<file path="src/verilog/rxw_pkg.sv">
// shared constants and carriers for the swap and watchdog-test executor
package rxw_pkg;
    localparam int unsigned RXW_WORD_W = 10;
    localparam int unsigned RXW_NIB_W = 4;
    // opcode patterns, immediate in bits 3..0
    localparam logic [9:0] RXW_OP_WDT_TEST = 10'h2a0;
    localparam logic [9:0] RXW_OP_WDT_DIS = 10'h29c;
    localparam logic [5:0] RXW_OP_SWAP_HI = 6'h2d;
    localparam logic [5:0] RXW_OP_SWAPD_HI = 6'h2f;
    localparam logic [3:0] RXW_Y_WRAP = 4'hf;
    localparam logic [3:0] RXW_NIB_RST = 4'h0;
    localparam logic RXW_WDT_RUN_RST = 1'b1;

    typedef struct packed {
        logic [3:0] acc;
        logic [3:0] x;
        logic [3:0] y;
        logic [3:0] mem;
    } rxw_regs_s;

    typedef enum logic [3:0] {
        RXW_OP_NONE = 4'b0001,
        RXW_OP_WT = 4'b0010,
        RXW_OP_SW = 4'b0100,
        RXW_OP_SWD = 4'b1000
    } rxw_op_e;
endpackage
</file>
<file path="src/verilog/rxw_exec.sv">
// executor for watchdog test-and-skip, acc/mem swap, swap with Y decrement
// Contract
// - watchdog test with flag one set skips the following instruction.
// - that same test clears watchdog flag one to zero, unless a hardware set comes in the same cycle.
// - watchdog test with flag clear lets the next instruction execute.
// - watchdog test right after watchdog disable stops the watchdog.
// - swap exchanges accumulator with RAM word at the data pointer.
// - swap then XORs X with the 4-bit immediate into X.
// - decrement variant also decrements Y, skips when Y becomes fifteen.
`timescale 1ns/100ps
module rxw_exec (
    input wire logic clock,
    input wire logic rstn,
    input wire logic clk_en,
    // one instruction word per enabled cycle when instr_valid is high
    input wire logic instr_valid,
    input wire logic [rxw_pkg::RXW_WORD_W-1:0] instr_word,
    input wire logic [3:0] ram_rd_data,
    input wire logic wdt_flag_set,
    output rxw_pkg::rxw_regs_s regs_q,
    output logic ram_wr_en_q,
    output logic [3:0] ram_wr_data_q,
    output logic watchdog_flag_one_q,
    output logic watchdog_run_q,
    output logic skip_next_q,
    output logic executed_q
);
    import rxw_pkg::*;

    // how the core uses this block:
    // - one word is offered per enabled cycle with instr_valid high
    // - ram_rd_data is the nibble at the data pointer, already settled
    // - ram_wr_en_q with ram_wr_data_q is the write half of the swap
    // - skip_next_q tells the fetch side that the next word is dropped
    // - executed_q marks every word that really ran, skipped ones not
    // - clk_en low freezes everything, the reset synchroniser aside
    // limitations:
    // - words other than the four handled here only clear a skip
    // - the watchdog counter lives outside; only its flag and run
    //   request are kept here
    // - data pointer addressing is the caller's job

    // only a 10-bit word with a 4-bit immediate is decoded by this logic
    if (RXW_WORD_W != 10 || RXW_NIB_W != 4) begin : g_width_check
        $error("rxw_exec: word or nibble width not supported");
    end

    logic rst_s1_q;
    logic rst_n_q;
    logic prev_dis_q;
    rxw_op_e op;
    logic run_now;
    logic [3:0] imm;

    // reset release through two flops; assertion stays asynchronous so
    // the core stops at once, while leaving reset waits for a clean edge
    // and every flop below sees the release on the same clock
    always_ff @(posedge clock or negedge rstn) begin
        if (!rstn) begin
            rst_s1_q <= 1'b0;
            rst_n_q <= 1'b0;
        end else begin
            rst_s1_q <= 1'b1;
            rst_n_q <= rst_s1_q;
        end
    end

    // the test is matched on the whole word; the swaps only on the upper
    // six bits, since the low nibble carries their immediate
    function automatic rxw_op_e rxw_decode(input logic [9:0] w);
        if (w == RXW_OP_WDT_TEST) begin
            rxw_decode = RXW_OP_WT;
        end else if (w[9:4] == RXW_OP_SWAP_HI) begin
            rxw_decode = RXW_OP_SW;
        end else if (w[9:4] == RXW_OP_SWAPD_HI) begin
            rxw_decode = RXW_OP_SWD;
        end else begin
            rxw_decode = RXW_OP_NONE;
        end
    endfunction

    // both swap forms share the exchange, the ram write and the xor
    function automatic logic rxw_is_swap(input rxw_op_e o);
        rxw_is_swap = (o == RXW_OP_SW) || (o == RXW_OP_SWD);
    endfunction

    // Y one lower; four bits, so zero wraps round to fifteen
    function automatic logic [3:0] rxw_y_dec(input logic [3:0] y);
        rxw_y_dec = y - 4'h1;
    endfunction

    // a skipped word is swallowed here, so it never executes; gating
    // with the enable keeps a frozen cycle from being counted as a word
    assign run_now = clk_en && instr_valid && !skip_next_q;
    assign op = run_now ? rxw_decode(instr_word) : RXW_OP_NONE;
    // immediate is cut from every word; only the swaps look at it
    assign imm = instr_word[3:0];

    // register updates: swap and immediate xor, Y decrement for the variant;
    // mem mirrors the RAM word of every enabled cycle for observation
    always_ff @(posedge clock or negedge rst_n_q) begin
        if (!rst_n_q) begin
            regs_q <= '{acc: RXW_NIB_RST, x: RXW_NIB_RST, y: RXW_NIB_RST, mem: RXW_NIB_RST};
        end else if (clk_en) begin
            regs_q.mem <= ram_rd_data;
            if (rxw_is_swap(op)) begin
                regs_q.acc <= ram_rd_data;
                regs_q.x <= regs_q.x ^ imm;
            end
            if (op == RXW_OP_SWD) begin
                regs_q.y <= rxw_y_dec(regs_q.y);
            end
        end
    end

    // write strobe: one enabled cycle per swap, so the RAM sees one write;
    // a frozen cycle holds it, the RAM side must honour the same enable
    always_ff @(posedge clock or negedge rst_n_q) begin
        if (!rst_n_q) begin
            ram_wr_en_q <= 1'b0;
        end else if (clk_en) begin
            ram_wr_en_q <= rxw_is_swap(op);
        end
    end

    // old accumulator goes back to RAM at the data pointer; loaded every
    // enabled cycle to save a mux, the strobe alone says when it counts
    always_ff @(posedge clock or negedge rst_n_q) begin
        if (!rst_n_q) begin
            ram_wr_data_q <= RXW_NIB_RST;
        end else if (clk_en) begin
            ram_wr_data_q <= regs_q.acc;
        end
    end

    // skip request for the next word; any other taken word, and the
    // swallowed word itself, clears it, so a skip never spans two words
    always_ff @(posedge clock or negedge rst_n_q) begin
        if (!rst_n_q) begin
            skip_next_q <= 1'b0;
        end else if (clk_en && instr_valid) begin
            case (op)
                RXW_OP_WT: begin
                    skip_next_q <= watchdog_flag_one_q;
                end
                RXW_OP_SWD: begin
                    skip_next_q <= rxw_y_dec(regs_q.y) == RXW_Y_WRAP;
                end
                default: begin
                    skip_next_q <= 1'b0;
                end
            endcase
        end
    end

    // one pulse for each word that really ran, skipped words excluded
    always_ff @(posedge clock or negedge rst_n_q) begin
        if (!rst_n_q) begin
            executed_q <= 1'b0;
        end else if (clk_en) begin
            executed_q <= run_now;
        end
    end

    // flag one: hardware set wins over the clear by the test, so a
    // watchdog event in the same cycle as the test is never lost
    always_ff @(posedge clock or negedge rst_n_q) begin
        if (!rst_n_q) begin
            watchdog_flag_one_q <= 1'b0;
        end else if (clk_en) begin
            if (wdt_flag_set) begin
                watchdog_flag_one_q <= 1'b1;
            end else if (op == RXW_OP_WT && watchdog_flag_one_q) begin
                watchdog_flag_one_q <= 1'b0;
            end
        end
    end

    // memory of the word before: only a disable that really ran counts,
    // and a gap with no valid word keeps it, as the core was idle then
    always_ff @(posedge clock or negedge rst_n_q) begin
        if (!rst_n_q) begin
            prev_dis_q <= 1'b0;
        end else if (clk_en && instr_valid) begin
            prev_dis_q <= run_now && (instr_word == RXW_OP_WDT_DIS);
        end
    end

    // watchdog stop needs disable immediately before the test; sticky
    // until reset, since nothing here may restart the counter
    always_ff @(posedge clock or negedge rst_n_q) begin
        if (!rst_n_q) begin
            watchdog_run_q <= RXW_WDT_RUN_RST;
        end else if (clk_en && op == RXW_OP_WT && prev_dis_q) begin
            watchdog_run_q <= 1'b0;
        end
    end
endmodule

</file>
<file path="config.mk">
export PLATFORM = sky130hd
export DESIGN_NAME = rxw_exec
export DESIGN_NICKNAME = d
export VERILOG_FILES = /design/src/verilog/rxw_pkg.sv /design/src/verilog/rxw_exec.sv
export SDC_FILE = /design/constraint.sdc
export NUM_CORES = 1
export LEC_CHECK = 0
export BUFFER_PORTS_ARGS = -buffer_cell sky130_fd_sc_hd__buf_4
export CAP_MARGIN = 20
export CORE_ASPECT_RATIO = 0.8
export CORE_UTILIZATION = 47
export CTS_CLUSTER_SIZE = 8
export DETAILED_ROUTE_END_ITERATION = 8
export GPL_TIMING_DRIVEN = 0
export PLACE_DENSITY = 0.83
export SYNTH_ARGS = -nofsm -noshare
export SYNTH_HDL_FRONTEND = slang
export SYNTH_SLANG_ARGS = --single-unit
</file>
<file path="constraint.sdc">
create_clock -name clock -period 1.1 [get_ports clock]
set_input_delay 0 -clock clock [delete_from_list [all_inputs] [get_ports clock]]
set_output_delay 0 -clock clock [all_outputs]
set_load 0.02 [all_outputs]
</file>
Word-level counts from Yosys, hierarchy flattened
Cells that the tools add are included.
Storage, ports and cells
  flip-flop bits (word level): 28
  input bits: 19
  output and inout port bits: 25
Operators by class
  add/subtract/negate cells: 1
  eq/ne operators: 8
  multiplexer cells: 7
  bitwise logic cells: 1
  reduce and logical (&&, ||, !) cells: 12
Operator list (number)
  $eq 10x10->1 const B: 2
  $mux 4: 4
  $eq 6x6->1 const B: 2
  $eq 4x4->1 const B: 2
  $logic_and 1x1->1: 6
  $reduce_and 2->1: 3
  $eq 4x2->1 const B: 1
  $eq 4x3->1 const B: 1
  $sub 4x1->4 const B: 1
  $xor 4x4->4: 1
  $mux 1: 2
  $pmux 1 s2: 1
  $reduce_bool 2->1: 1
  $logic_not 1->1: 1
  $logic_or 1x1->1: 1

Logic depth before layout (Yosys ltp)
Gate-level depths: netlist of run 1.
  depth after elaboration: 9
  gate-level depth with buffers: 5
  gate-level depth less buffers: 5

Worst setup path before layout of run 1
No wires, ideal clock.
  kind: register to register
  start point: reg skip_next_q
  end point: reg regs_q[15] in the netlist's numbering
  library setup time: 0.125 ns
  arrival time: 1.299 ns
  required time: 0.975 ns
  setup slack: -0.324 ns
  stages on the path, launching flop included: 5
  clock period less this slack: 1.424 ns
  path through: dfrtp_1 and4bb_1 buf_6 and2_4 mux2_4
Between the ends
  word-level cells in the longest chain between the ends: 6
  elaborated cells on any way between the ends: 7
  classes of those cells: eq/ne: 2; mux: 1; reduce/logical: 4
Ends and longest elaborated chain
  start, declared: RTL line rxw_exec.sv:25  | output logic skip_next_q,
  start signal, assigned: RTL line rxw_exec.sv:144  | skip_next_q <= watchdog_flag_one_q;
  $logic_not 1->1 *: RTL line rxw_exec.sv:94  | assign run_now = clk_en && instr_valid && !skip_next_q;
  $logic_and 1x1->1 *: RTL line rxw_exec.sv:94
  $mux 4 *: RTL line rxw_exec.sv:95  | assign op = run_now ? rxw_decode(instr_word) : RXW_OP_NONE;
  $eq 4x3->1 or $eq 4x4->1 (tied branches): RTL line rxw_exec.sv:84  | rxw_is_swap = (o == RXW_OP_SW) || (o == RXW_OP_SWD);
  $logic_or 1x1->1 *: RTL line rxw_exec.sv:84
  $reduce_and 2->1 (no line) *
  end signal, assigned: RTL line rxw_exec.sv:103  | regs_q <= '{acc: RXW_NIB_RST, x: RXW_NIB_RST, y: RXW_NIB_RST, mem: RXW_NIB_RST};
  end, declared: RTL line rxw_exec.sv:20  | output rxw_pkg::rxw_regs_s regs_q,
Mark *: on every way between the ends. The rest lies on a longest branch, timed or not.
A chain may end at the register's enable or synchronous reset.

Final worst setup path of run 1
Ends and elaborated chain as after synthesis.

==> results of run 1 <==
==> per-layer routing <==
metal | part of all wire, % | routed length, um | GRT usage (%)
met1 | 44 | 1280 | 28.5
met2 | 51 | 1480 | 40.0
met3 | 5.2 | 153 | 5.90
met4 | 0 | 0 | 4.29
met5 | 0 | 0 | 0
==> stage by stage <==
step                      setup TNS [ns]  std cells  util, %  hold slack [ns]  power [mW]
after floorplan                    -1.93         90        -           -0.296        1.48
after global placement             -2.26        158     67.9           -0.217        1.72
after detailed placement           -2.37        158     67.9           -0.217        1.74
after CTS                          -2.79        184     80.2          0.00788        2.32
after global routing               -4.09        185     82.0          0.00349        2.43
final                              -3.43        185     82.0           0.0255        2.33
==> synth_stat cells <==
cell type,count
a211oi_1,1
a21boi_0,1
a221o_1,1
and2_1,1
and2_4,1
and3_1,1
and4_1,2
and4b_1,1
and4bb_1,1
buf_2,1
buf_6,2
conb_1,1
dfrtp_1,27
dfstp_2,1
ha_1,1
inv_1,5
mux2_2,11
mux2_4,1
mux2i_1,1
nand2_1,4
nand2_2,1
nand3_1,6
nand4_1,2
nor3_1,3
o21ai_0,4
o22ai_1,1
or3_1,1
xnor2_1,7
==> timing repair <==
item | in CTS | in global routing
endpoints found under the setup margin | 42 | 19
resized for setup | 9 | 9
hold buffers | 16 | 0
pin swaps | 5 | 1
endpoints found under the hold margin | 20 | 0
setup buffers | 6 | 1
==> area by class of cell <==
type / instances / area [um^2] / share of cell area, %
inverter: 5 / 18.8 / 1.02
buffer: 3 / 27.5 / 1.49
tap: 25 / 31.3 / 1.69
sequential: 28 / 706 / 38.2
multi-input combinational: 54 / 477 / 25.8
timing repair buffer: 66 / 551 / 29.8
clock buffer: 4 / 36.3 / 1.96
==> sequential cells by signal (all words and copies together), names as in the netlist <==
signal               count
executed_q               1
prev_dis_q               1
ram_wr_data_q            4
ram_wr_en_q              1
regs_q                  16
rst_n_q                  1
rst_s1_q                 1
skip_next_q              1
watchdog_flag_one_q      1
watchdog_run_q           1
==> power breakdown <==
| part | switching [mW] | total [mW] | internal, mW |
|---|---|---|---|
| clock network | 0.283 | 0.485 | 0.202 |
| registers | 0.0919 | 1.22 | 1.13 |
| logic | 0.283 | 0.619 | 0.337 |
==> logic make-up (layout without fill, tap and decap cells) <==
logic type | after synthesis | count (layout) | share of synthesized area [%]
AO/OA/AOI/OAI | 8 | 8 | 4.38
XOR/XNOR | 7 | 7 | 5.23
adder cells (fa/ha/maj) | 1 | 1 | 1.07
buffers and inverters | 8 | 78 | 3.95
flip-flops | 28 | 28 | 59.9
multiplexers | 13 | 13 | 12.7
other | 1 | 1 | 0.320
AND/OR/NAND/NOR | 24 | 24 | 12.5
==> worst reg2reg max path, cell delays in order, from the launching register on <==
cell      delay [ns]
dfrtp_2         0.44
and4bb_1        0.31
buf_6           0.13
and2_4          0.15
mux2_4          0.30
==> final timing paths <==
check / startpoint / end / slack [ns] / cells past startpoint
setup / recovery: skip_next_q$_DFFE_PN0N_ / regs_q[15]$_DFFE_PN0P_ / -0.31 / 4
hold / removal: instr_word[5] / regs_q[7]$_DFFE_PN0P_ / 0.03 / 3
setup reg to reg: skip_next_q$_DFFE_PN0N_ / regs_q[15]$_DFFE_PN0P_ / -0.31 / 4
hold reg to reg: rst_n_q$_DFF_PN0_ / regs_q[8]$_DFFE_PN0P_ / 0.27 / 0
max in group asynchronous: rst_n_q$_DFF_PN0_ / regs_q[4]$_DFFE_PN0P_ / 0.43 / 0
min in group asynchronous: rst_n_q$_DFF_PN0_ / regs_q[8]$_DFFE_PN0P_ / 0.27 / 0
==> cell usage in the layout (no fill, tap or decap), types with 4 or more instances in the layout <==
master | Yosys | routed
buf_4 | 0 | 46
dfrtp_1 | 27 | 24
dlygate4sd3_1 | 0 | 16
mux2_2 | 11 | 11
buf_6 | 2 | 6
xnor2_1 | 7 | 6
inv_1 | 5 | 5
nand3_1 | 6 | 4
nand2_1 | 4 | 4
==> impl_metrics.yaml, run 1 <==
sta:
  setup_violations: 16
  setup_ws_ns: -0.309
  worst_pin_slew_ns: 0.568
  fin_crit_sh_pct: 128
  slew_viol_final: 0
  skew_ns: 0.00515
  fmax_ghz: 0.710
  rsz0062_at_grt: "yes"
  hold_viol: 0
  period_minus_slack_ns: 1.41
  relSlewSlack_pct: 62.1
placement:
  pre_cts_ws_ns: -0.315
  finalWeightedCongestion: 0.833
  dpl_cell_area_mm2: 0.00153
  place_hpwl_mm: 1.73
  numPortBuffers: 43
cts:
  worstSkewPairLatency_ns: 0.32
  path_clk_slew_ns: 0.14
  htreeDepth: 1
  clock_path_buffers: 2
  cts_root_buf: "clkbuf_4"
  clkSinkCount: 28
  cts_tree: "yes"
  numCtsBuffers: 3
run:
  cap_violations: 0
route:
  drt_first_pass_iters: 6
  antenna_left: 0
  wl_mm: 2.92
  drt_iter0_markers: 26
  avgRoutedWirePerCell_um: 15.8
  via_per_inst: 5.19
  drc: 4
  vias: 961
yosys:
  synth_nets: 110
  ys_seq_area_share_pct: 59.9
  synth_seq_cells: 28
  yosysTopAreaCell: "dfrtp_1"
  synthDistinctLibCells: 28
  netlist_area_mm2: 0.00117
  synthTopCellsByArea: "dfrtp_1 (58%), mux2_2 (11%), xnor2_1 (5.2%)"
  postSynthCellCount: 90
  synth.avg_cell_area_um2: 13.0
  ys_warn_count: 0
  synth_top_area_share_pct: 57.6
critical_path:
  critPathTopFamily: "flip-flops"
  required_ns: 1.32
  crit_slowest_cell: "dfrtp_2"
  critPathLaunchType: "flop"
  crit_arrival_ns: 1.63
  path_max_fanout: 4
  path_cells: "and4bb_1, buf_6, and2_4, mux2_4"
  critical_path_buf_inv_count: 1
  crit_type: "flop to flop"
  critPathCaptureType: "flop"
  max_stage_delay_ns: 0.44
global_routing:
  grt_max_degree: 27
  grtUsageTotal_pct: 22.6
  antenna_found_initial: 0
  grt_pass1_wl_mm: 4.37
  grt_overflow_total: 0
  grt_pass1_vias: 975
floorplan:
  fp.dieW_um: 57.8
  initial_core_util_pct: 52.1
  dieArea_mm2: 0.00270
  row_count: 15
  ioPinCount: 44
  die_h_um: 46.7
  core_mm2: 0.00225
min_path:
  hp-class: "input port to flop"
status:
  outcome: "finished, violations left"
  violations: "DRC, setup timing"
final_layout:
  fillers: 127
  drive_above_1_share_pct: 51.9
  diodes: 0
  nets: 181
  area_growth_pct: 57.5
  final_area_mm2: 0.00185
pwr:
  peakVddDrop_v: 0.00102
  p_per_area_mw_per_mm2: 1260
  leakage_nw: 0.900
Note: power is estimated with default switching activity, not from simulation.
==> run 2: changes to the inputs <==
Settings changed: ABC_AREA set to 1, CORE_ASPECT_RATIO 0.8 to 2, CORE_UTILIZATION 47 to 49, PLACE_DENSITY 0.83 to 0.84.
==> impl_metrics.yaml, run 2 <==
status:
  outcome: "finished, violations left"
  violations: "setup timing"
critical_path:
  critPathLaunchType: "flop"
  path_max_fanout: 8
  crit_type: "flop to flop"
  critPathCaptureType: "flop"
  crit_arrival_ns: 1.30
  path_cells: "nor2_8, inv_6, nor2_8, buf_4, nand2_1, o21ai_0"
  max_stage_delay_ns: 0.45
  cp_common_cell: "nor2_8"
  required_ns: 1.28
  crit_slowest_cell: "dfrtp_2"
yosys:
  ys_seq_area_share_pct: 54.5
  netlist_area_mm2: 0.00129
  yosysMostFrequentCell: "nand2_1"
  postSynthCellCount: 141
  synthArstFlopShare_pct: 100
  synth_top_area_share_pct: 52.5
  synth_flop_cell: "dfrtp_1"
  synthTopCellsByArea: "dfrtp_1 (52%), nand2_1 (15%), inv_1 (4.1%)"
  synth.avg_cell_area_um2: 9.13
  synth_edf_count: 0
  yosysTopAreaCell: "dfrtp_1"
  ys_warn_count: 0
  synth_seq_cells: 28
  synthDistinctLibCells: 23
  synth_common_cells: "nand2_1 (50), dfrtp_1 (27), inv_1 (14)"
  synth_nets: 161
sta:
  fin_crit_sh_pct: 101
  relSlewSlack_pct: 62.2
  worst_pin_slew_ns: 0.566
  period_minus_slack_ns: 1.11
  setup_ws_ns: -0.0140
  rsz0062_at_grt: "yes"
  skew_ns: 0.00554
  hold_viol: 0
  fmax_ghz: 0.898
  setup_violations: 4
  hold_ws_ns: 0.0327
  slew_viol_final: 0
cts:
  path_clk_slew_ns: 0.09
  cts_tree: "yes"
  clkSinkCount: 28
  numCtsBuffers: 3
  clock_path_buffers: 2
  worstSkewPairLatency_ns: 0.27
  htreeDepth: 1
  cts_root_buf: "clkbuf_8"
final_layout:
  fillers: 203
  drive_above_1_share_pct: 34.3
  reg_top3: "regs_q (16), ram_wr_data_q (4)"
  diodes: 0
  largest_register_ffs: 16
  area_growth_pct: 42.0
  top_register: "regs_q"
  final_common_cell: "nand2_1"
  nets: 222
  final_cell_mix: "nand2_1 (50), buf_4 (46), dfrtp_1 (23), inv_1 (13), dlygate4sd3_1 (8)"
floorplan:
  core_mm2: 0.00250
  row_count: 26
  die_h_um: 74.5
  fp.dieW_um: 38.2
  dieArea_mm2: 0.00285
  initial_core_util_pct: 51.4
  ioPinCount: 44
route:
  vias: 1106
  wl_mm: 2.96
  avgRoutedWirePerCell_um: 12.9
  via_per_inst: 4.83
  drt_first_pass_iters: 4
  drc: 0
  drt_iter0_markers: 24
  antenna_left: 0
pwr:
  peakVddDrop_v: 0.00102
  power.total_mw: 2.50
  p_per_area_mw_per_mm2: 1370
  leakage_nw: 0.949
placement:
  pre_cts_ws_ns: -0.147
  place_hpwl_mm: 2.18
  finalWeightedCongestion: 0.707
  numPortBuffers: 42
run:
  cap_violations: 0
global_routing:
  grt_pass1_vias: 1098
  antenna_found_initial: 0
  grt_max_degree: 27
  grt_pass1_wl_mm: 4.89
  grt_overflow_total: 0
  grtUsageTotal_pct: 24.1
min_path:
  hp-class: "input port to flop"
run 2: cell count changes in the layout (fill, tap and decap cells not counted), sizes merged, moves of 3 or more:
cell,delta
buf,-5
dlygate4sd3,-8
inv,+10
mux2,-12
nand2,+47
nor2,+13
nor3,-3
o21ai,+10
xnor2,-3
run 2: routing by layer:
layer  wire length, um  GRT usage, %
met5                 0             0
met4                19          8.33
met3                80          1.79
met2              1780          43.3
met1              1090          28.9
run 2: worst paths after layout:
kind                                         startpoint  slack [ns]  depth (start not counted)               endpoint
worst min register to register        rst_n_q$_DFF_PN0_        0.27                          0  regs_q[9]$_DFFE_PN0P_
worst min-delay path                      instr_word[0]        0.03                          3  regs_q[8]$_DFFE_PN0P_
min in group asynchronous                          rstn        0.04                          2      rst_n_q$_DFF_PN0_
worst max register to register  skip_next_q$_DFFE_PN0N_       -0.01                          6  regs_q[6]$_DFFE_PN0P_
max in group asynchronous             rst_n_q$_DFF_PN0_        0.42                          0  regs_q[5]$_DFFE_PN0P_
worst max-delay path            skip_next_q$_DFFE_PN0N_       -0.01                          6  regs_q[6]$_DFFE_PN0P_
run 2: final cells by class:
cell class | count | area (um^2) | share of cell area (%)
Buffer | 2 | 15.0 | 0.821
Clock buffer | 4 | 45.0 | 2.46
Inverter | 15 | 61.3 | 3.35
Multi-Input combinational cell | 97 | 528 | 28.9
Sequential cell | 28 | 707 | 38.7
Tap cell | 28 | 35.0 | 1.92
Timing Repair Buffer | 55 | 437 | 23.9
run 2: worst max-delay path, delay by kind of cell (launching register included):
kind | cells | cell delay (ns)
compound gates | 1 | 0.08
simple gates | 3 | 0.30
buf+inv | 2 | 0.20
flops | 1 | 0.45
run 2: where the power goes:
| group | leakage [nW] | switching [mW] | total [mW] | internal (mW) |
|---|---|---|---|---|
| Combinational | 0.595 | 0.374 | 0.694 | 0.320 |
| Sequential | 0.331 | 0.112 | 1.26 | 1.15 |
| Clock | 0.0228 | 0.290 | 0.549 | 0.259 |
run 2: repair_timing:
item,in CTS,in global routing
cloned,1,0
resized for setup,4,4
endpoints found under the setup margin,32,12
buffers inserted,4,1
hold buffers,8,0
endpoints found under the hold margin,12,0
pin swaps,2,3
run 2: cell families after synthesis:
group / after synthesis / share of synthesized area (%)
AO/OA/AOI/OAI: 15 / 6.71
flip-flops: 28 / 54.5
other: 1 / 0.291
XOR/XNOR: 6 / 4.08
AND/OR/NAND/NOR: 73 / 27.7
adder cells (fa/ha/maj): 1 / 0.972
buffers and inverters: 17 / 5.73
run 2: stage by stage:
stage	instances	area, um^2	util, %	TNS (ns)
3_5_place_dp	211	1650	65.7	-2.01
5_1_grt	229	1830	73.0	-0.544
6_report	229	1830	73.0	-0.0244
3_3_place_gp	211	1650	65.7	-0.0799
4_1_cts	228	1810	72.4	-0.104
2_1_floorplan	141	1300	-	0
